$ cat src/design/pup_consts.svh
// Purpose: constants for the port pull-up block
// Assumes: eight-bit port, mode codes as in the device mode pins
// Notes: definitions only
`ifndef PUP_CONSTS_SVH
`define PUP_CONSTS_SVH
`define PUP_WIDTH        8
`define PUP_DIR_RESET    8'h00
`define PUP_LATCH_RESET  8'h00
`define PUP_MODE_W       3
`define PUP_MODE_1       3'h1
`define PUP_MODE_2       3'h2
`define PUP_MODE_3       3'h3
`define PUP_MODE_4       3'h4
`define PUP_MODE_SINGLE  3'h7
`endif

$ cat src/design/pup_pkg.sv
// Purpose: types for the port pull-up block
// Assumes: constants header included
// Notes: none
`include "pup_consts.svh"
package pup_pkg;
  typedef logic [`PUP_WIDTH-1:0] pup_byte_t;
  typedef enum logic [1:0] {
    PUP_PUP_OFF  = 2'h0,
    PUP_PUP_PROG = 2'h1
  } pup_pmode_e;
  typedef struct packed {
    logic      wrEn;
    pup_byte_t wrData;
  } pup_wr_s;
endpackage : pup_pkg

$ cat src/design/pup_sync.sv
// Purpose: three-stage pin synchroniser with agreement filter
// Assumes: pins are asynchronous to ref_clk
// Notes: stage one is read only by stage two
`timescale 1ns/100ps
`include "pup_consts.svh"
module pup_sync (
  input  wire logic              ref_clk,
  input  wire logic              srst,
  input  wire pup_pkg::pup_byte_t pinIn,
  output pup_pkg::pup_byte_t     pinLevel
);
  pup_pkg::pup_byte_t s1_q;
  pup_pkg::pup_byte_t s2_q;
  pup_pkg::pup_byte_t s3_q;
  pup_pkg::pup_byte_t lvl_q;

  always_ff @(posedge ref_clk) begin
    s1_q <= pinIn;
    s2_q <= s1_q;
    s3_q <= s2_q;
  end

  genvar i;
  generate
    for (i = 0; i < `PUP_WIDTH; i++) begin : g_bit
      // a change counts only once stages two and three agree
      always_ff @(posedge ref_clk) begin
        if (srst) begin
          lvl_q[i] <= 1'h0;
        end else if (s2_q[i] == s3_q[i]) begin
          lvl_q[i] <= s3_q[i];
        end
      end
    end
  endgenerate

  assign pinLevel = lvl_q;
endmodule : pup_sync

$ cat src/design/pup_port.sv
// Purpose: eight-bit port with direction, output latch and programmable pull-ups
// Assumes: writes and reads are single-cycle strobes from the cpu side
// Notes: bit operations are done by the cpu as read-modify-write of the whole byte
`timescale 1ns/100ps
`include "pup_consts.svh"
module pup_port (
  input  wire logic                    ref_clk,
  input  wire logic                    srst,
  input  wire logic                    hwStandby,
  input  wire logic [`PUP_MODE_W-1:0]  opMode,
  input  wire pup_pkg::pup_wr_s        dirWr,
  input  wire pup_pkg::pup_wr_s        latchWr,
  input  wire logic                    latchRd,
  output pup_pkg::pup_byte_t           latchRdData,
  output logic                         latchRdValid,
  input  wire pup_pkg::pup_byte_t      pinIn,
  output pup_pkg::pup_byte_t           pinOut,
  output pup_pkg::pup_byte_t           pinOe,
  output pup_pkg::pup_byte_t           pullUpEn,
  output pup_pkg::pup_byte_t           addrOe
);
  pup_pkg::pup_byte_t dir_q;
  pup_pkg::pup_byte_t latch_q;
  pup_pkg::pup_byte_t rdData_q;
  logic               rdValid_q;
  pup_pkg::pup_byte_t pinLevel;
  pup_pkg::pup_pmode_e pmode;
  logic               clrAll;
  logic               modeFixed;
  logic               modeRom;

  assign clrAll    = srst | hwStandby;
  assign modeFixed = (opMode == `PUP_MODE_1) || (opMode == `PUP_MODE_3);
  assign modeRom   = (opMode == `PUP_MODE_2) || (opMode == `PUP_MODE_4);

  pup_sync u_sync (
    .ref_clk  (ref_clk),
    .srst     (srst),
    .pinIn    (pinIn),
    .pinLevel (pinLevel)
  );

  // direction register; fixed modes hold it at all ones for address output
  always_ff @(posedge ref_clk) begin
    if (clrAll) begin
      dir_q <= `PUP_DIR_RESET;
    end else if (modeFixed) begin
      dir_q <= 8'hFF;
    end else if (dirWr.wrEn) begin
      dir_q <= dirWr.wrData;
    end
  end

  // whole byte loads, so input-pin latch bits (and their pull-ups) change too
  always_ff @(posedge ref_clk) begin
    if (clrAll) begin
      latch_q <= `PUP_LATCH_RESET;
    end else if (latchWr.wrEn) begin
      latch_q <= latchWr.wrData;
    end
  end

  // read answer one cycle after the strobe; a bit-op write follows this read
  always_ff @(posedge ref_clk) begin
    if (clrAll) begin
      rdData_q  <= 8'h00;
      rdValid_q <= 1'h0;
    end else begin
      rdValid_q <= latchRd;
      if (latchRd) begin
        rdData_q <= (dir_q & latch_q) | (~dir_q & pinLevel);
      end
    end
  end

  assign latchRdData  = rdData_q;
  assign latchRdValid = rdValid_q;

  always_comb begin
    if (clrAll || modeFixed) begin
      pmode = pup_pkg::PUP_PUP_OFF;
    end else begin
      pmode = pup_pkg::PUP_PUP_PROG;
    end
  end

  // no register stage: the enable tracks the registers directly
  always_comb begin
    case (pmode)
      pup_pkg::PUP_PUP_PROG: pullUpEn = ~dir_q & latch_q;
      pup_pkg::PUP_PUP_OFF:  pullUpEn = 8'h00;
      default:               pullUpEn = 8'h00;
    endcase
  end

  // single-chip drives the latch; expanded modes hand output pins to the address bus
  always_comb begin
    if (opMode == `PUP_MODE_SINGLE) begin
      pinOe  = dir_q;
      pinOut = latch_q;
      addrOe = 8'h00;
    end else if (modeFixed || modeRom) begin
      pinOe  = 8'h00;
      pinOut = 8'h00;
      addrOe = dir_q;
    end else begin
      pinOe  = 8'h00;
      pinOut = 8'h00;
      addrOe = 8'h00;
    end
  end
endmodule : pup_port

$ cat config.mk
export PLATFORM = sky130hd
export DESIGN_NAME = pup_port
export DESIGN_NICKNAME = d
export VERILOG_FILES = /design/src/design/pup_pkg.sv /design/src/design/pup_sync.sv /design/src/design/pup_port.sv
export VERILOG_INCLUDE_DIRS = /design/src /design/src/design
export SDC_FILE = /design/constraint.sdc
export NUM_CORES = 1
export LEC_CHECK = 0
export BUFFER_PORTS_ARGS = -buffer_cell sky130_fd_sc_hd__buf_4
export CORE_ASPECT_RATIO = 0.9
export CORE_MARGIN = 2
export CORE_UTILIZATION = 49
export DETAILED_ROUTE_END_ITERATION = 8
export PLACE_DENSITY = 0.79
export SLEW_MARGIN = 25
export SYNTH_ARGS = -nofsm -noshare
export SYNTH_HDL_FRONTEND = slang
export SYNTH_SLANG_ARGS = --single-unit
$ cat constraint.sdc
create_clock -name ref_clk -period 1 [get_ports ref_clk]
set_input_delay 0.05 -clock ref_clk [delete_from_list [all_inputs] [get_ports ref_clk]]
set_output_delay 0.05 -clock ref_clk [all_outputs]
set_load 0.05 [all_outputs]
==> reports/metrics.csv <==
metric;value;unit
status;finished with violations;
violations;negative setup slack;
worst_hold_slack;0.05122;ns
initial_core_util;0.5153;
core;4101;um2
via_count;2130;
hold_viol_final;0;
nets;342;
grt.overflow.total;0;
clock_latency;0.35;ns
seq_area_frac_synth;0.5400;
setup_ws;-0.2649;ns
antenna_found_initial;0;
synth_area;2113;um2
cp-end-kind;primary output;
final_cells;362;
first_global_vias;2048;
syn-num-nets;222;
placed_area;2888;um2
critical_path.startpoint_type;flip-flop;
viasPerCell;5.884;
gp_congestion;0.8265;
peakVddDrop;2.216;mV
post-place-cells;307;
die_area;4855;um2
drv_slew;0;
timing.slew.headroom;0.6922;
grt_start_max_net_pins;18;
ant_nets;0;
io_buffers;73;
drtIter0Drc;228;
leakagePower;1.599;nW
htree_levels;3;
fmax;790.6;MHz
preCtsSetupSlack;-0.2084;ns
syn2layout_area_growth;79.16;%
drive_above_1_share;0.5701;
cts.sinks;57;
wl_per_cell;24.06;um
cts.path.max_buffers;2;
final_common_cell;buf_4;
drv_cap;0;
p_per_area;1536;nW/um2
yosysUniqueCellTypes;26;
worst_slew_pin_slew;0.4617;ns
min_period;1.265;ns
arrival;1.21;ns
die_w;73.23;um
n_antenna_cell;0;
hold_class;in2reg;
final_cell_mix;63 x buf_4, 41 x dfxtp_1, 23 x mux2i_1;
drc_errors;0;
setup_violations;34;
ys_warn_count;0;
rsz0062_at_grt;yes;
worst_ep_required_time;0.95;ns
period_share;1.265;
dr.pass1.iters;5;
dieHeight;66.30;um
hpwl;3759;um
clkTransAtPathRegs;0.07;ns
skew;0.01351;ns
grtUsageTotal;0.3275;
worst-setup-path-type;reg2out;
grt_first_pass_wirelength;11140;um
reg2reg_slack;-0.18;ns
cts_tree;built;
synth_seq_cells;57;
root_buffer;clkbuf_8;
ios;74;
wl;8708;um
num_rows;22;
cts_made_buffers;9;
avgSynthCellArea;11.18;um2
syn_inst;189;
cp_max_fo;4;
fin_area;3786;um2
state kept, by name, indices dropped and copies added, names as in the netlist:
signal and count:
u_sync.s1_q 8, latchRdValid 1, latch_q 8, u_sync.s3_q 8
u_sync.pinLevel 8, latchRdData 8, u_sync.s2_q 8, dir_q 8
critical path: stages (launching register included):
cell     delay (ns)
dfxtp_4        0.38
nor4b_4        0.28
buf_6          0.21
path summary, 6_finish.rpt:
check | from | to | cells past startpoint
setup / recovery | dir_q[0] | pullUpEn[0] | 2
hold / removal | dirWr[4] | dir_q[4] | 3
setup reg to reg | dir_q[7] | latchRdData[7] | 5
hold reg to reg | u_sync.s1_q[1] | u_sync.s2_q[1] | 0
cells by family (layout without fill, tap and decap cells):
kind of cell / Yosys count / count (layout) / share of synthesized area
AO/OA/AOI/OAI: 33 / 33 / 0.1007
multiplexers: 24 / 24 / 0.1137
flip-flops: 57 / 57 / 0.5400
buffers and inverters: 13 / 138 / 0.04262
AND/OR/NAND/NOR: 62 / 62 / 0.2031
metal layers:
layer | vias to the layer above | global-route usage | share of wire
met3 | 63 | 0.09451 | 0.080
met5 | - | 0 | 0
met2 | 158 | 0.5304 | 0.50
met4 | 0 | 0.1829 | 0.060
li1 | 896 | - | -
met1 | 1013 | 0.3865 | 0.36
repair_timing:
| action | in CTS | in global routing |
|---|---|---|
| gates resized for setup | 92 | 13 |
| pin swaps | 8 | 3 |
| buffers inserted | 16 | 5 |
| gates cloned | 1 | 0 |
| hold buffers | 17 | 0 |
| setup endpoints to repair | 32 | 33 |
| endpoints found under the hold margin | 17 | 0 |
layout make-up:
class,instances,area (um2)
inverter,1,3.754
fill,135,315.3
tap,48,60.06
timing repair buffer,121,1207
sequential,57,1196
clock inverter,6,90.09
multi-input combinational,119,1091
clock buffer,10,137.6
cells in the mapped netlist:
cell / n / area share
mux2i_1: 24 / 0.11
buf_8: 1 / 0.0071
nand2b_1: 1 / 0.0030
a211oi_2: 5 / 0.030
buf_1: 1 / 0.0018
o21ai_0: 8 / 0.019
inv_1: 1 / 0.0018
nor2_1: 17 / 0.030
buf_4: 1 / 0.0036
clkbuf_2: 1 / 0.0024
nor2b_1: 1 / 0.0030
and3_1: 1 / 0.0030
and2_1: 16 / 0.047
nor4b_4: 5 / 0.056
clkbuf_1: 3 / 0.0053
buf_6: 3 / 0.016
o21a_1: 1 / 0.0036
or2_1: 1 / 0.0030
dfxtp_1: 57 / 0.54
nor4b_1: 3 / 0.012
buf_2: 2 / 0.0047
nor3b_1: 8 / 0.028
a211oi_1: 3 / 0.011
a21oi_1: 16 / 0.038
nor3_1: 1 / 0.0024
nand2_1: 8 / 0.014
through the flow:
step                      power [mW]    util  TNS, ns
after floorplan                2.906       -   -2.269
after global routing           5.972  0.9231   -5.742
final                          5.815  0.9231   -4.839
after CTS                      5.646  0.9018   -3.808
after detailed placement       3.148  0.7041   -2.476
after global placement         3.132  0.7041   -1.676
power by group:
part           switching, mW  total [mW]  internal, mW
registers              0.104        2.47          2.37
clock network           1.01        2.48          1.48
logic                  0.451       0.862         0.411
(Power assumes the default switching activity.)
